## src/hvm_pkg.sv

```systemverilog
package hvm_pkg;

    // ------------------------------------------------------------
    // Register map (word index on the plain register port)
    // ------------------------------------------------------------
    localparam int          ADDR_W          = 4;
    localparam int          DATA_W          = 8;
    localparam logic [3:0]  REG_MEAS_CTRL   = 4'h0;  // Measurement enable
    localparam logic [3:0]  REG_PULL_CFG    = 4'h1;  // Sense pull selection
    localparam logic [3:0]  REG_WAKE_SRC    = 4'h2;  // Wake source enables
    localparam logic [3:0]  REG_AUX_CFG     = 4'h3;  // Aux pin function
    localparam logic [3:0]  REG_FAIL_TEST   = 4'h4;  // Fail output test
    localparam logic [3:0]  REG_WAKE_STAT_A = 4'h5;  // Sense wake flags
    localparam logic [3:0]  REG_WAKE_STAT_B = 4'h6;  // Aux wake flags
    localparam logic [3:0]  REG_WAKE_LVL    = 4'h7;  // Pin levels
    localparam logic [3:0]  REG_FAULT       = 4'h8;  // Configuration fault
    localparam logic [3:0]  REG_STATUS      = 4'h9;  // Path state

    // ------------------------------------------------------------
    // Field positions and reset values
    // ------------------------------------------------------------
    localparam int          BIT_SENSE_WAKE  = 0;     // Wake source: sense pin
    localparam int          BIT_AUX_WAKE    = 1;     // Wake source: aux pin
    localparam int          BIT_TIMER_WAKE  = 2;     // Wake source: timer
    localparam int          WAKE_SRC_W      = 3;
    localparam int          AUX_FN_W        = 3;
    localparam int          BIT_AUX_DRIVE   = 3;     // Aux switch on
    localparam logic [7:0]  RST_ZERO        = 8'h00;
    localparam logic [2:0]  RST_WAKE_SRC    = 3'h1;  // Sense wake enabled

    // ------------------------------------------------------------
    // Enumerations
    // ------------------------------------------------------------
    typedef enum logic [2:0] {
        MODE_INIT, MODE_NORMAL, MODE_STOP, MODE_SLEEP, MODE_RESTART, MODE_FAILSAFE
    } hvm_mode_t;

    typedef enum logic [1:0] {
        PULL_NONE, PULL_DOWN, PULL_UP, PULL_AUTO
    } hvm_pull_t;

    typedef enum logic [2:0] {
        AUX_OFF, AUX_FAIL_OUT, AUX_WAKE_IN, AUX_LOW_SIDE, AUX_HIGH_SIDE
    } hvm_aux_fn_t;

    // ------------------------------------------------------------
    // Carriers
    // ------------------------------------------------------------
    typedef struct packed {
        logic pull_up;    // Pull-up source on
        logic pull_down;  // Pull-down source on
    } hvm_pull_t_pair_t;

    typedef struct packed {
        logic out;        // Driven level
        logic oe;         // High while driving
    } hvm_pin_drv_t;

endpackage

```

## src/hvm_route_ctrl.sv

```systemverilog
// Local design decisions: strobed register access and the address map.
`timescale 1ns/1ps
module hvm_route_ctrl (
    // Clock, reset, enable
    input  wire logic                     core_clk,
    input  wire logic                     rst_b,
    input  wire logic                     clk_en,
    // Register port
    input  wire logic [hvm_pkg::ADDR_W-1:0] reg_addr,
    input  wire logic [hvm_pkg::DATA_W-1:0] reg_wdata,
    input  wire logic                     reg_wr,
    input  wire logic                     reg_rd,
    output logic      [hvm_pkg::DATA_W-1:0] reg_rdata,
    // Device state
    input  wire hvm_pkg::hvm_mode_t       op_mode,
    input  wire logic                     sleep_cmd,
    input  wire logic                     fail_active,
    // Sense pin
    input  wire logic                     hv_sense_pin,
    output hvm_pkg::hvm_pull_t_pair_t     sense_pull,
    // Aux pin
    input  wire logic                     fail_aux_pin_in,
    output logic                          fail_aux_pin_out,
    output logic                          fail_aux_pin_oe,
    output hvm_pkg::hvm_pull_t_pair_t     aux_pull,
    // Measurement switch and events
    output logic                          meas_switch_close,
    output logic                          restart_req,
    output logic                          sleep_ok,
    output logic                          wake_event
);

    // ------------------------------------------------------------
    // Declarations
    // ------------------------------------------------------------
    logic                            measure_path_enable_q;  // Measurement enable
    hvm_pkg::hvm_pull_t              sense_pull_config_q;    // Pull selection
    logic [hvm_pkg::WAKE_SRC_W-1:0]  wake_source_ctrl_b_q;   // Wake source enables
    hvm_pkg::hvm_aux_fn_t            aux_fn_q;               // Aux pin function
    logic                            aux_drive_q;            // Aux switch on
    logic                            fail_out_test_on_q;     // Fail output test
    logic [1:0]                      wake_status_a_q;        // Sense rise/fall
    logic [1:0]                      wake_status_b_q;        // Aux rise/fall
    logic [1:0]                      wake_level_status_q;    // Sense, aux levels
    logic                            cfg_fault_q;            // Configuration fault
    logic [1:0]                      sense_sync_q;           // Sense synchroniser
    logic [1:0]                      aux_sync_q;             // Aux synchroniser
    logic                            sense_prev_q;           // Last sense level
    logic                            aux_prev_q;             // Last aux level
    logic [hvm_pkg::DATA_W-1:0]      rdata_q;                // Read data
    logic                            restart_q;              // Restart pulse
    logic                            sleep_ok_q;             // Sleep accepted pulse
    logic                            wake_q;                 // Wake pulse
    logic                            measuring;              // Enable in force
    logic                            wr_meas;                // Write to enable
    logic                            wr_aux;                 // Write to aux config
    logic                            enable_refused;         // Enable write refused
    logic                            aux_change_bad;         // Aux change while measuring
    logic                            sleep_fault;            // Sleep with pin wakes only
    logic                            sense_rise;             // Sense rising edge
    logic                            sense_fall;             // Sense falling edge
    logic                            aux_rise;               // Aux rising edge
    logic                            aux_fall;               // Aux falling edge
    logic                            sense_wake_on;          // Sense wake effective
    logic                            aux_wake_on;            // Aux wake effective
    logic [1:0]                      clr_a;                  // Write-one clears
    logic [1:0]                      clr_b;
    logic                            clr_fault;

    // ------------------------------------------------------------
    // Helpers
    // ------------------------------------------------------------
    // Write strobe decode for one register
    function automatic logic wr_hit(input logic [hvm_pkg::ADDR_W-1:0] a);
        return reg_wr && (reg_addr == a);
    endfunction

    // Pull sources for one pin from a selection and level
    function automatic hvm_pkg::hvm_pull_t_pair_t pull_of(
        input hvm_pkg::hvm_pull_t sel,
        input logic               lvl
    );
        hvm_pkg::hvm_pull_t_pair_t p;
        p = '{pull_up: 1'b0, pull_down: 1'b0};
        unique case (sel)
            hvm_pkg::PULL_NONE: p = '{pull_up: 1'b0, pull_down: 1'b0};
            hvm_pkg::PULL_DOWN: p = '{pull_up: 1'b0, pull_down: 1'b1};
            hvm_pkg::PULL_UP:   p = '{pull_up: 1'b1, pull_down: 1'b0};
            hvm_pkg::PULL_AUTO: p = '{pull_up: lvl, pull_down: ~lvl};
        endcase
        return p;
    endfunction

    // ------------------------------------------------------------
    // Decode
    // ------------------------------------------------------------
    // Enable bit in force
    assign measuring = measure_path_enable_q;
    assign wr_meas   = wr_hit(hvm_pkg::REG_MEAS_CTRL);
    assign wr_aux    = wr_hit(hvm_pkg::REG_AUX_CFG);
    // Enable request while aux pin not off
    assign enable_refused = wr_meas && reg_wdata[0] && !measuring
                            && (aux_fn_q != hvm_pkg::AUX_OFF);
    // Any change of the aux setup while measuring
    assign aux_change_bad = wr_aux && measuring
                            && (reg_wdata[hvm_pkg::AUX_FN_W-1:0] != aux_fn_q
                                || reg_wdata[hvm_pkg::BIT_AUX_DRIVE] != aux_drive_q);
    // Wake enables only count when not measuring
    assign sense_wake_on = wake_source_ctrl_b_q[hvm_pkg::BIT_SENSE_WAKE] && !measuring;
    assign aux_wake_on   = (aux_fn_q == hvm_pkg::AUX_WAKE_IN)
                           && wake_source_ctrl_b_q[hvm_pkg::BIT_AUX_WAKE] && !measuring;
    // Sleep while measuring with only pin wake sources
    assign sleep_fault = sleep_cmd && measuring
                         && !wake_source_ctrl_b_q[hvm_pkg::BIT_TIMER_WAKE]
                         && (wake_source_ctrl_b_q[hvm_pkg::BIT_SENSE_WAKE]
                             || (aux_fn_q == hvm_pkg::AUX_WAKE_IN
                                 && wake_source_ctrl_b_q[hvm_pkg::BIT_AUX_WAKE]));
    // Write-one clear masks
    assign clr_a     = wr_hit(hvm_pkg::REG_WAKE_STAT_A) ? reg_wdata[1:0] : 2'h0;
    assign clr_b     = wr_hit(hvm_pkg::REG_WAKE_STAT_B) ? reg_wdata[1:0] : 2'h0;
    assign clr_fault = wr_hit(hvm_pkg::REG_FAULT) && reg_wdata[0];
    // Edges against last level
    assign sense_rise = sense_sync_q[1] && !sense_prev_q;
    assign sense_fall = !sense_sync_q[1] && sense_prev_q;
    assign aux_rise   = aux_sync_q[1] && !aux_prev_q;
    assign aux_fall   = !aux_sync_q[1] && aux_prev_q;

    // ------------------------------------------------------------
    // Pin synchronisers
    // ------------------------------------------------------------
    // Two stages per pin, second stage feeds logic
    always_ff @(posedge core_clk or negedge rst_b) begin
        if (!rst_b) begin
            sense_sync_q <= 2'h0;
            aux_sync_q   <= 2'h0;
            sense_prev_q <= 1'b0;
            aux_prev_q   <= 1'b0;
        end else if (clk_en) begin
            // Shift pins in
            sense_sync_q <= {sense_sync_q[0], hv_sense_pin};
            aux_sync_q   <= {aux_sync_q[0], fail_aux_pin_in};
            sense_prev_q <= sense_sync_q[1];
            aux_prev_q   <= aux_sync_q[1];
        end
    end

    // ------------------------------------------------------------
    // Measurement enable
    // ------------------------------------------------------------
    // Cleared at reset; refused requests leave it clear
    always_ff @(posedge core_clk or negedge rst_b) begin
        if (!rst_b) begin
            measure_path_enable_q <= 1'b0;
        // Refused write keeps old value
        end else if (clk_en && wr_meas && !enable_refused) begin
            measure_path_enable_q <= reg_wdata[0];
        end
    end

    // ------------------------------------------------------------
    // Pin configuration registers
    // ------------------------------------------------------------
    // Stored even while measuring, just not applied
    always_ff @(posedge core_clk or negedge rst_b) begin
        if (!rst_b) begin
            // Sense wake only, aux off
            sense_pull_config_q  <= hvm_pkg::PULL_NONE;
            wake_source_ctrl_b_q <= hvm_pkg::RST_WAKE_SRC;
            aux_fn_q             <= hvm_pkg::AUX_OFF;
            aux_drive_q          <= 1'b0;
            fail_out_test_on_q   <= 1'b0;
        end else if (clk_en) begin
            if (wr_hit(hvm_pkg::REG_PULL_CFG)) begin
                sense_pull_config_q <= hvm_pkg::hvm_pull_t'(reg_wdata[1:0]);
            end
            if (wr_hit(hvm_pkg::REG_WAKE_SRC)) begin
                wake_source_ctrl_b_q <= reg_wdata[hvm_pkg::WAKE_SRC_W-1:0];
            end
            if (wr_aux) begin
                aux_fn_q    <= hvm_pkg::hvm_aux_fn_t'(reg_wdata[hvm_pkg::AUX_FN_W-1:0]);
                aux_drive_q <= reg_wdata[hvm_pkg::BIT_AUX_DRIVE];
            end
            if (wr_hit(hvm_pkg::REG_FAIL_TEST)) begin
                fail_out_test_on_q <= reg_wdata[0];
            end
        end
    end

    // ------------------------------------------------------------
    // Wake and level status
    // ------------------------------------------------------------
    // Pin events update status only when not measuring; set wins
    always_ff @(posedge core_clk or negedge rst_b) begin
        if (!rst_b) begin
            wake_status_a_q     <= 2'h0;
            wake_status_b_q     <= 2'h0;
            wake_level_status_q <= 2'h0;
        end else if (clk_en) begin
            wake_status_a_q <= (wake_status_a_q & ~clr_a)
                               | ({sense_fall, sense_rise} & {2{sense_wake_on}});
            wake_status_b_q <= (wake_status_b_q & ~clr_b)
                               | ({aux_fall, aux_rise} & {2{aux_wake_on}});
            // Levels frozen while measuring
            if (!measuring) begin
                wake_level_status_q <= {aux_sync_q[1], sense_sync_q[1]};
            end
        end
    end

    // ------------------------------------------------------------
    // Configuration fault flag
    // ------------------------------------------------------------
    // Any illegal attempt sets it; set beats a clear
    always_ff @(posedge core_clk or negedge rst_b) begin
        if (!rst_b) begin
            cfg_fault_q <= 1'b0;
        end else if (clk_en) begin
            // Set beats clear
            if (enable_refused || aux_change_bad || sleep_fault) begin
                cfg_fault_q <= 1'b1;
            end else if (clr_fault) begin
                cfg_fault_q <= 1'b0;
            end
        end
    end

    // ------------------------------------------------------------
    // Event pulses
    // ------------------------------------------------------------
    // Sleep outcome and wake indication, one cycle each
    always_ff @(posedge core_clk or negedge rst_b) begin
        if (!rst_b) begin
            restart_q  <= 1'b0;
            sleep_ok_q <= 1'b0;
            wake_q     <= 1'b0;
        end else if (clk_en) begin
            // Faulted sleep restarts
            restart_q  <= sleep_fault;
            sleep_ok_q <= sleep_cmd && !sleep_fault;
            wake_q     <= (sense_wake_on && (sense_rise || sense_fall))
                          || (aux_wake_on && (aux_rise || aux_fall));
        end
    end

    // Registered pulses out
    assign restart_req = restart_q;
    assign sleep_ok    = sleep_ok_q;
    assign wake_event  = wake_q;

    // ------------------------------------------------------------
    // Read port
    // ------------------------------------------------------------
    // Data stands in the cycle after the read strobe
    always_ff @(posedge core_clk or negedge rst_b) begin
        if (!rst_b) begin
            rdata_q <= hvm_pkg::RST_ZERO;
        end else if (clk_en) begin
            // Zero unless strobed
            rdata_q <= hvm_pkg::RST_ZERO;
            if (reg_rd) begin
                unique case (reg_addr)
                    hvm_pkg::REG_MEAS_CTRL:   rdata_q[0] <= measure_path_enable_q;
                    hvm_pkg::REG_PULL_CFG:    rdata_q[1:0] <= sense_pull_config_q;
                    hvm_pkg::REG_WAKE_SRC:
                        rdata_q[hvm_pkg::WAKE_SRC_W-1:0] <= wake_source_ctrl_b_q;
                    hvm_pkg::REG_AUX_CFG: begin
                        rdata_q[hvm_pkg::AUX_FN_W-1:0]   <= aux_fn_q;
                        rdata_q[hvm_pkg::BIT_AUX_DRIVE]  <= aux_drive_q;
                    end
                    hvm_pkg::REG_FAIL_TEST:   rdata_q[0] <= fail_out_test_on_q;
                    hvm_pkg::REG_WAKE_STAT_A: rdata_q[1:0] <= wake_status_a_q;
                    hvm_pkg::REG_WAKE_STAT_B: rdata_q[1:0] <= wake_status_b_q;
                    hvm_pkg::REG_WAKE_LVL:    rdata_q[1:0] <= wake_level_status_q;
                    hvm_pkg::REG_FAULT:       rdata_q[0] <= cfg_fault_q;
                    hvm_pkg::REG_STATUS:      rdata_q[1:0] <= {measuring, meas_switch_close};
                    default:                  rdata_q <= hvm_pkg::RST_ZERO;
                endcase
            end
        end
    end

    // Registered read data
    assign reg_rdata = rdata_q;

    // ------------------------------------------------------------
    // Switch, pulls and aux driver
    // ------------------------------------------------------------
    // Switch closes only in normal mode; setting survives other modes
    assign meas_switch_close = measuring && (op_mode == hvm_pkg::MODE_NORMAL);

    // Pull sources off on both pins while measuring
    always_comb begin
        sense_pull = pull_of(sense_pull_config_q, sense_sync_q[1]);
        aux_pull   = '{pull_up: 1'b0, pull_down: 1'b0};
        // Aux pulls only as wake input
        if (aux_fn_q == hvm_pkg::AUX_WAKE_IN) begin
            aux_pull = pull_of(sense_pull_config_q, aux_sync_q[1]);
        end
        if (measuring) begin
            sense_pull = '{pull_up: 1'b0, pull_down: 1'b0};
            aux_pull   = '{pull_up: 1'b0, pull_down: 1'b0};
        end
    end

    // Aux function drive, released entirely while measuring
    always_comb begin
        fail_aux_pin_out = 1'b0;
        fail_aux_pin_oe  = 1'b0;
        if (!measuring) begin
            unique case (aux_fn_q)
                hvm_pkg::AUX_FAIL_OUT: begin
                    // Low on fail or test
                    fail_aux_pin_oe = fail_active || fail_out_test_on_q;
                end
                hvm_pkg::AUX_LOW_SIDE: begin
                    // Sinks when on
                    fail_aux_pin_oe = aux_drive_q;
                end
                hvm_pkg::AUX_HIGH_SIDE: begin
                    // Sources when on
                    fail_aux_pin_out = 1'b1;
                    fail_aux_pin_oe  = aux_drive_q;
                end
                default: begin
                    // Pin left free
                    fail_aux_pin_oe = 1'b0;
                end
            endcase
        end
    end

endmodule

```

## config.mk

```make
export PLATFORM = sky130hd
export DESIGN_NAME = hvm_route_ctrl
export DESIGN_NICKNAME = d
export VERILOG_FILES = /design/src/hvm_pkg.sv /design/src/hvm_route_ctrl.sv
export SDC_FILE = /design/constraint.sdc
export NUM_CORES = 1
export LEC_CHECK = 0
export BUFFER_PORTS_ARGS = -buffer_cell sky130_fd_sc_hd__buf_2
export CAP_MARGIN = 20
export CORE_ASPECT_RATIO = 0.7
export CORE_MARGIN = 5
export CORE_UTILIZATION = 41
export DETAILED_ROUTE_END_ITERATION = 6
export HOLD_SLACK_MARGIN = 0.02
export SLEW_MARGIN = 30
export SYNTH_ARGS = -nofsm -noshare
export SYNTH_HDL_FRONTEND = slang
export SYNTH_SLANG_ARGS = --single-unit
```

## constraint.sdc

```tcl
create_clock -name core_clk -period 1.53 [get_ports core_clk]
set_input_delay 0.0765 -clock core_clk [delete_from_list [all_inputs] [get_ports core_clk]]
set_output_delay 0.0765 -clock core_clk [all_outputs]
set_load 0.03 [all_outputs]
```

==> results of run 1 <==
[layout make-up]
type | instances | share of cell area, %
Tap cell | 55 | 3.00
Inverter | 9 | 1.47
Multi-Input combinational cell | 127 | 41.2
Clock buffer | 5 | 3.00
Sequential cell | 31 | 34.0
Clock inverter | 3 | 1.91
Timing Repair Buffer | 55 | 15.3
[power groups by stage]
stage	Sequential (mW)	Clock (mW)	Combinational, mW
4_1_cts	1.12	0.842	0.769
2_1_floorplan	1.10	0	0.504
3_5_place_dp	1.14	0	0.706
6_report	1.11	0.827	0.807
3_3_place_gp	1.14	0	0.697
5_1_grt	1.14	0.884	0.892
[state kept, by name (all words and copies together) (netlist names)]
register and flops:
aux_drive_q 1, aux_fn_q 3, aux_prev_q 1, aux_sync_q 2, cfg_fault_q 1, fail_out_test_on_q 1
measure_path_enable_q 1, reg_rdata 4, restart_req 1, sense_prev_q 1, sense_pull_config_q 2, sense_sync_q 2
sleep_ok 1, wake_event 1, wake_level_status_q 2, wake_source_ctrl_b_q 3, wake_status_a_q 2, wake_status_b_q 2
[routing by layer]
metal,vias up,wire [um]
li1,737,-
met1,711,2180
met4,0,49
met2,56,1850
met5,-,0
met3,7,414
[metrics by stage]
step | instance area [um2] | power (mW) | utilization (%) | hold slack, ps | setup TNS (ps)
after global placement | 2080 | 1.84 | 47.9 | 163 | 0
after CTS | 2260 | 2.73 | 52.3 | 20.3 | -245
after global routing | 2290 | 2.91 | 53.0 | 28.8 | -659
after detailed placement | 2080 | 1.85 | 47.9 | 168 | 0
after floorplan | 1850 | 1.60 | - | -219 | -78.1
final | 2290 | 2.75 | 53.0 | 24.7 | -271
[worst max-delay path by stage]
| stage | end | slack, ps | startpoint | cells past startpoint |
|---|---|---|---|---|
| final | aux_pull[0] | -100 | aux_fn_q[1]$_DFFE_PN0P_ | 4 |
| after global routing | fail_aux_pin_oe | -240 | aux_fn_q[1]$_DFFE_PN0P_ | 6 |
| after CTS | fail_aux_pin_oe | -120 | aux_fn_q[1]$_DFFE_PN0P_ | 6 |
| after detailed placement | sleep_ok$_DFFE_PN0P_ | 90 | aux_fn_q[0]$_DFFE_PN0P_ | 5 |
| after global placement | cfg_fault_q$_DFFE_PN0P_ | 120 | aux_fn_q[0]$_DFFE_PN0P_ | 5 |
| after floorplan | reg_rdata[0]$_DFFE_PN0P_ | -80 | measure_path_enable_q$_DFFE_PN0P_ | 4 |
[timing repair]
| action | CTS | global route |
|---|---|---|
| endpoints found under the setup margin | 4 | 7 |
| pin swaps | 2 | 6 |
| setup buffers | 3 | 2 |
| resized for setup | 9 | 4 |
| hold buffers | 3 | 0 |
| endpoints found under the hold margin | 32 | 0 |
[layout by cell type (no fill, tap or decap), types with 3 or more instances in the layout]
master and count:
mux2_2 12, inv_1 9, mux2i_1 5, nor2_1 8, ha_1 4, o21ai_0 7
dfrtp_2 3, buf_4 22, dlygate4sd3_1 3, dfrtp_1 27, conb_1 4, nand2b_1 3
a22o_1 4, mux2_1 5, buf_2 29, and3_1 5, nand3_1 6, xor2_1 4
nand4_1 3, nor2b_1 4, a21oi_1 4, clkbuf_8 5, nand2_1 17
[cell families after synthesis]
logic type	count (synthesis)	synth area share, %
fa+ha+maj	4	2.75
buf+inv	27	7.97
xor+xnor	4	1.92
other cells	1	0.206
mux	22	13.3
flops	31	42.7
simple gates	63	19.3
compound gates	30	11.9
==> results.py, run 1 <==
metrics = {
    "run_status": {
        "status": "finished with violations",
        "violations": "setup timing",
    },
    "setup_path": {
        "r2r_cells": 6,
        "setup.worst_path.start_class": "flop",
        "cp_slowest_stage_delay_ps": 410,
        "required_ps": 1450,
        "cp_num_buf_inv": 2,
        "reg2reg_to": "cfg_fault_q$_DFFE_PN0P_",
        "worst-r2r-setup-slack_ps": 10,
        "path_class": "flop to output pin",
        "cp_slowest_cell": "dfrtp_1",
        "crit_arrival_ps": 1560,
        "crit_path_frequent_cell": "buf_4",
        "path_cells": "buf_4, or3b_4, a211oi_2, buf_4",
        "crit_fanout": 4,
        "critPathTopFamily": "flip-flops",
        "worstReg2RegStart": "aux_fn_q[0]$_DFFE_PN0P_",
        "endpoint_kind": "output pin",
    },
    "global_routing": {
        "antenna_found_initial": 0,
        "grt_pass1_vias": 1460,
        "top_usage_layer": "met1",
        "grt_pass1_wl_mm": 7.51,
        "grt_max_degree": 32,
        "met3_usage_pct": 4.76,
        "overflow": 0,
        "met1_usage_pct": 27.0,
        "met2_usage_pct": 22.2,
        "grt.total_usage_pct": 17.1,
    },
    "clocking": {
        "h-tree-depth": 2,
        "cts_buffers": 5,
        "clock_path_buffers": 2,
        "cts_root_buf": "clkbuf_8",
        "cts_tree": "built",
        "clock_sinks": 31,
        "insertion_delay_ps": 290,
        "clkSlewWorstSetupHoldPaths_ps": 70,
    },
    "layout": {
        "antenna_cells": 0,
        "regArea_um2": 781,
        "layout-drive-gt1-share_pct": 38.3,
        "multi_input_area_um2": 946,
        "area_growth_syn_to_layout_pct": 26.0,
        "fillers": 413,
        "stdcell_count": 285,
        "fin_nets": 257,
    },
    "die": {
        "initial_utilization_pct": 42.1,
        "die_x_um": 89.6,
        "rows": 20,
        "core_um2": 4330,
        "io_pins": 42,
        "die_h_um": 65.8,
        "die_area_um2": 5890,
    },
    "sta": {
        "fin_crit_sh_pct": 107,
        "worst_pin_slew_ps": 710,
        "clock_skew_ps": 7.84,
        "period_minus_slack_ps": 1630,
        "setup_slack_ps": -104,
        "maxSlewHeadroom_pct": 52.7,
        "fmax_mhz": 612,
        "setup_viol": 3,
        "hold_viol_final": 0,
        "final_max_slew_viol_count": 0,
        "rsz0062_at_grt": "true",
    },
    "pwr": {
        "clkPwrFrac_pct": 30.1,
        "vdd_drop_max_v": 0.000651,
        "p_seq_share_pct": 40.5,
        "power_density_nw_per_um2": 1200,
        "p_leak_nw": 1.09,
        "p_int_mw": 1.86,
        "switching_share_pct": 32.5,
        "p_sw_mw": 0.892,
        "pwr-share-comb_pct": 29.4,
    },
    "synth": {
        "synth-edff-count": 0,
        "ys_ff_latch": 31,
        "ys_seq_area_share_pct": 42.7,
        "synthFlopType": "dfrtp_1",
        "synth_cell_types": 46,
        "yosys-top-cells-count": "dfrtp_1, nand2_1, mux2_2",
        "synthesis.area_um2": 1820,
        "synth.avg_cell_area_um2": 10.0,
        "yosys.area.top_type": "dfrtp_1",
        "netlist_top_cells_area": "dfrtp_1, mux2_2, nand2_1",
        "synth_cells": 182,
        "yosys_warnings": 0,
        "async_flop_share_pct": 100,
        "synth_top_area_share_pct": 41.2,
        "yosysMostFrequentCell": "dfrtp_1",
    },
    "routing": {
        "wl_mm": 4.50,
        "vias": 1511,
        "dr.first_iter.drc_count": 90,
        "antenna_left": 0,
        "wl_per_cell_um": 15.8,
        "first_pass_iters": 4,
        "drc": 0,
        "viasPerCell": 5.30,
    },
    "min_path": {
        "min_to": "aux_drive_q$_DFFE_PN0P_",
        "hold_path_class": "input port to flop",
        "worstHoldStart": "reg_wdata[3]",
        "hold_depth": 2,
    },
    "placed_design": {
        "place_congestion": 0.859,
        "portBuffers": 33,
        "dp_cells": 269,
        "hpwlAfterDp_mm": 3.33,
        "place_ws_ps": 93.1,
    },
    "flow_run": {
        "maxCapViolations": 0,
    },
}
No activity file was read; power rests on OpenSTA's default activity.
==> run 2, diff against run 1 <==
CORE_UTILIZATION = 45   (was 41)
PLACE_DENSITY = 0.69   (was unset)
==> run 2 against run 1 <==
Against the previous run: the flow still finishes with violations (setup timing); critical path depth is 1 lower; cell area rose by 0.76%; routed wire length increased by 6.9%; global-route usage increased by 1.7 points; sequential share of layout area is 0.20 points lower; combinational power grew 3.3%; sequential cell count stayed put; largest cell class unchanged; highest routed layer unchanged.
==> results.py, run 2 (same netlist as run 1, synthesis figures left out) <==
metrics = {
    "run_status": {
        "status": "finished with violations",
        "violations": "setup timing",
    },
    "clocking": {
        "insertion_delay_ps": 290,
        "h-tree-depth": 2,
        "cts_tree": "built",
        "clock_path_buffers": 2,
        "clkSlewWorstSetupHoldPaths_ps": 70,
        "cts_root_buf": "clkbuf_8",
        "cts_buffers": 5,
        "clock_sinks": 31,
    },
    "placed_design": {
        "dp_cells": 265,
        "place_ws_ps": 66.4,
        "portBuffers": 33,
        "hpwlAfterDp_mm": 3.39,
        "place_congestion": 0.882,
    },
    "routing": {
        "wl_mm": 4.81,
        "first_pass_iters": 4,
        "dr.first_iter.drc_count": 160,
        "viasPerCell": 5.53,
        "drc": 0,
        "vias": 1565,
        "antenna_left": 0,
        "wl_per_cell_um": 17.0,
    },
    "setup_path": {
        "cp_slowest_stage_delay_ps": 430,
        "worst-r2r-setup-slack_ps": -70,
        "setup.worst_path.start_class": "flop",
        "crit_end": "aux_pull[1]",
        "critPathTopFamily": "flip-flops",
        "required_ps": 1450,
        "crit_arrival_ps": 1550,
        "reg2reg_to": "cfg_fault_q$_DFFE_PN0P_",
        "cp_slowest_cell": "dfrtp_2",
        "endpoint_kind": "output pin",
        "crit_fanout": 3,
        "cp-startpoint": "aux_fn_q[0]$_DFFE_PN0P_",
        "cp_num_buf_inv": 1,
        "path_class": "flop to output pin",
        "path_cells": "or3b_4, a211oi_2, buf_4",
        "worstReg2RegStart": "aux_fn_q[0]$_DFFE_PN0P_",
        "crit_cells": 3,
        "r2r_cells": 6,
    },
    "sta": {
        "final_max_slew_viol_count": 0,
        "maxSlewHeadroom_pct": 54.0,
        "clock_skew_ps": 5.60,
        "fin_crit_sh_pct": 107,
        "worst_pin_slew_ps": 691,
        "hold_viol_final": 0,
        "hold_slack_ps": 32.2,
        "fmax_mhz": 613,
        "period_minus_slack_ps": 1630,
        "rsz0062_at_grt": "true",
        "setup_slack_ps": -100,
        "setup_viol": 3,
    },
    "global_routing": {
        "grt_pass1_wl_mm": 7.87,
        "overflow": 0,
        "grt_max_degree": 32,
        "met3_usage_pct": 4.95,
        "met1_usage_pct": 26.6,
        "top_usage_layer": "met1",
        "antenna_found_initial": 0,
        "grt.total_usage_pct": 18.8,
        "met2_usage_pct": 26.0,
        "grt_pass1_vias": 1608,
    },
    "layout": {
        "largest_reg_flops": 4,
        "final_util_pct": 58.9,
        "stdcell_count": 283,
        "layout-drive-gt1-share_pct": 40.3,
        "antenna_cells": 0,
        "fin_nets": 258,
        "area_growth_syn_to_layout_pct": 26.9,
        "layout_commonest_cell": "buf_2",
        "final_cell_mix": "buf_2, dfrtp_1, buf_4, nand2_1, mux2_2",
    },
    "pwr": {
        "p_leak_nw": 1.10,
        "clkPwrFrac_pct": 29.3,
        "pwr-share-comb_pct": 30.2,
        "p_sw_mw": 0.901,
        "vdd_drop_max_v": 0.000644,
        "switching_share_pct": 32.6,
        "p_int_mw": 1.86,
        "power_density_nw_per_um2": 1200,
        "p_seq_share_pct": 40.5,
    },
    "die": {
        "die_x_um": 86.0,
        "io_pins": 42,
        "rows": 19,
        "die_area_um2": 5440,
        "initial_utilization_pct": 46.4,
        "core_um2": 3920,
        "die_h_um": 63.2,
    },
    "min_path": {
        "hold_path_class": "input port to flop",
    },
    "flow_run": {
        "maxCapViolations": 0,
    },
}
## run 2: routing by layer
layer	vias up	routed length (um)	share of wire [%]
met2	70	2120	44
met4	0	134	2.8
li1	735	-	-
met5	-	0	0
met3	14	358	7.5
met1	746	2190	46
## run 2: worst min path at each step
stage                            start                        end  slack (ps)  cells past startpoint
after floorplan                  rst_b    aux_drive_q$_DFFE_PN0P_        -220                      0
after global placement           rst_b  aux_sync_q[0]$_DFFE_PN0P_         170                      1
after detailed placement         rst_b  aux_sync_q[0]$_DFFE_PN0P_         160                      1
after CTS                 reg_wdata[3]    aux_drive_q$_DFFE_PN0P_          30                      2
after global routing      reg_wdata[3]    aux_drive_q$_DFFE_PN0P_          50                      2
final                     reg_wdata[3]    aux_drive_q$_DFFE_PN0P_          30                      2
## run 2: cell type report
| type | instances | area, um2 |
|---|---|---|
| fill | 341 | 1610 |
| multi-input combinational | 127 | 961 |
| sequential | 31 | 782 |
| tap | 52 | 65.1 |
| clock inverter | 3 | 43.8 |
| clock buffer | 5 | 68.8 |
| inverter | 9 | 33.8 |
| timing repair buffer | 56 | 357 |
## run 2: metrics by stage
step                      TNS (ps)  total power [mW]  cell area, um2
after CTS                     -117              2.75            2280
after global routing          -498              2.91            2310
after detailed placement         0              1.84            2060
final                         -185              2.77            2310
after global placement           0              1.82            2060
after floorplan              -78.1              1.60            1850
## run 2: power by group through the flow
stage / Combinational [mW] / Sequential [mW] / Clock [mW]
floorplan: 0.504 / 1.10 / 0
global placement: 0.676 / 1.15 / 0
detailed placement: 0.693 / 1.15 / 0
CTS: 0.808 / 1.12 / 0.830
global route: 0.909 / 1.14 / 0.860
finish: 0.834 / 1.12 / 0.811
## run 2: worst register-to-register path, cell delays in order (launching register included)
cell and delay [ps]:
dfrtp_2 430, buf_6 140, xor2_1 160, nor4_2 320, nor4_2 100, o31ai_1 250
nand2_1 90
## run 2: what timing repair did
action | 4_1_cts | 5_1_grt
pin swaps | 3 | 6
endpoints found under the setup margin | 5 | 7
resized for setup | 11 | 4
endpoints found under the hold margin | 32 | 0
gates cloned | 0 | 0
buffers inserted | 6 | 1
hold buffers | 3 | 0
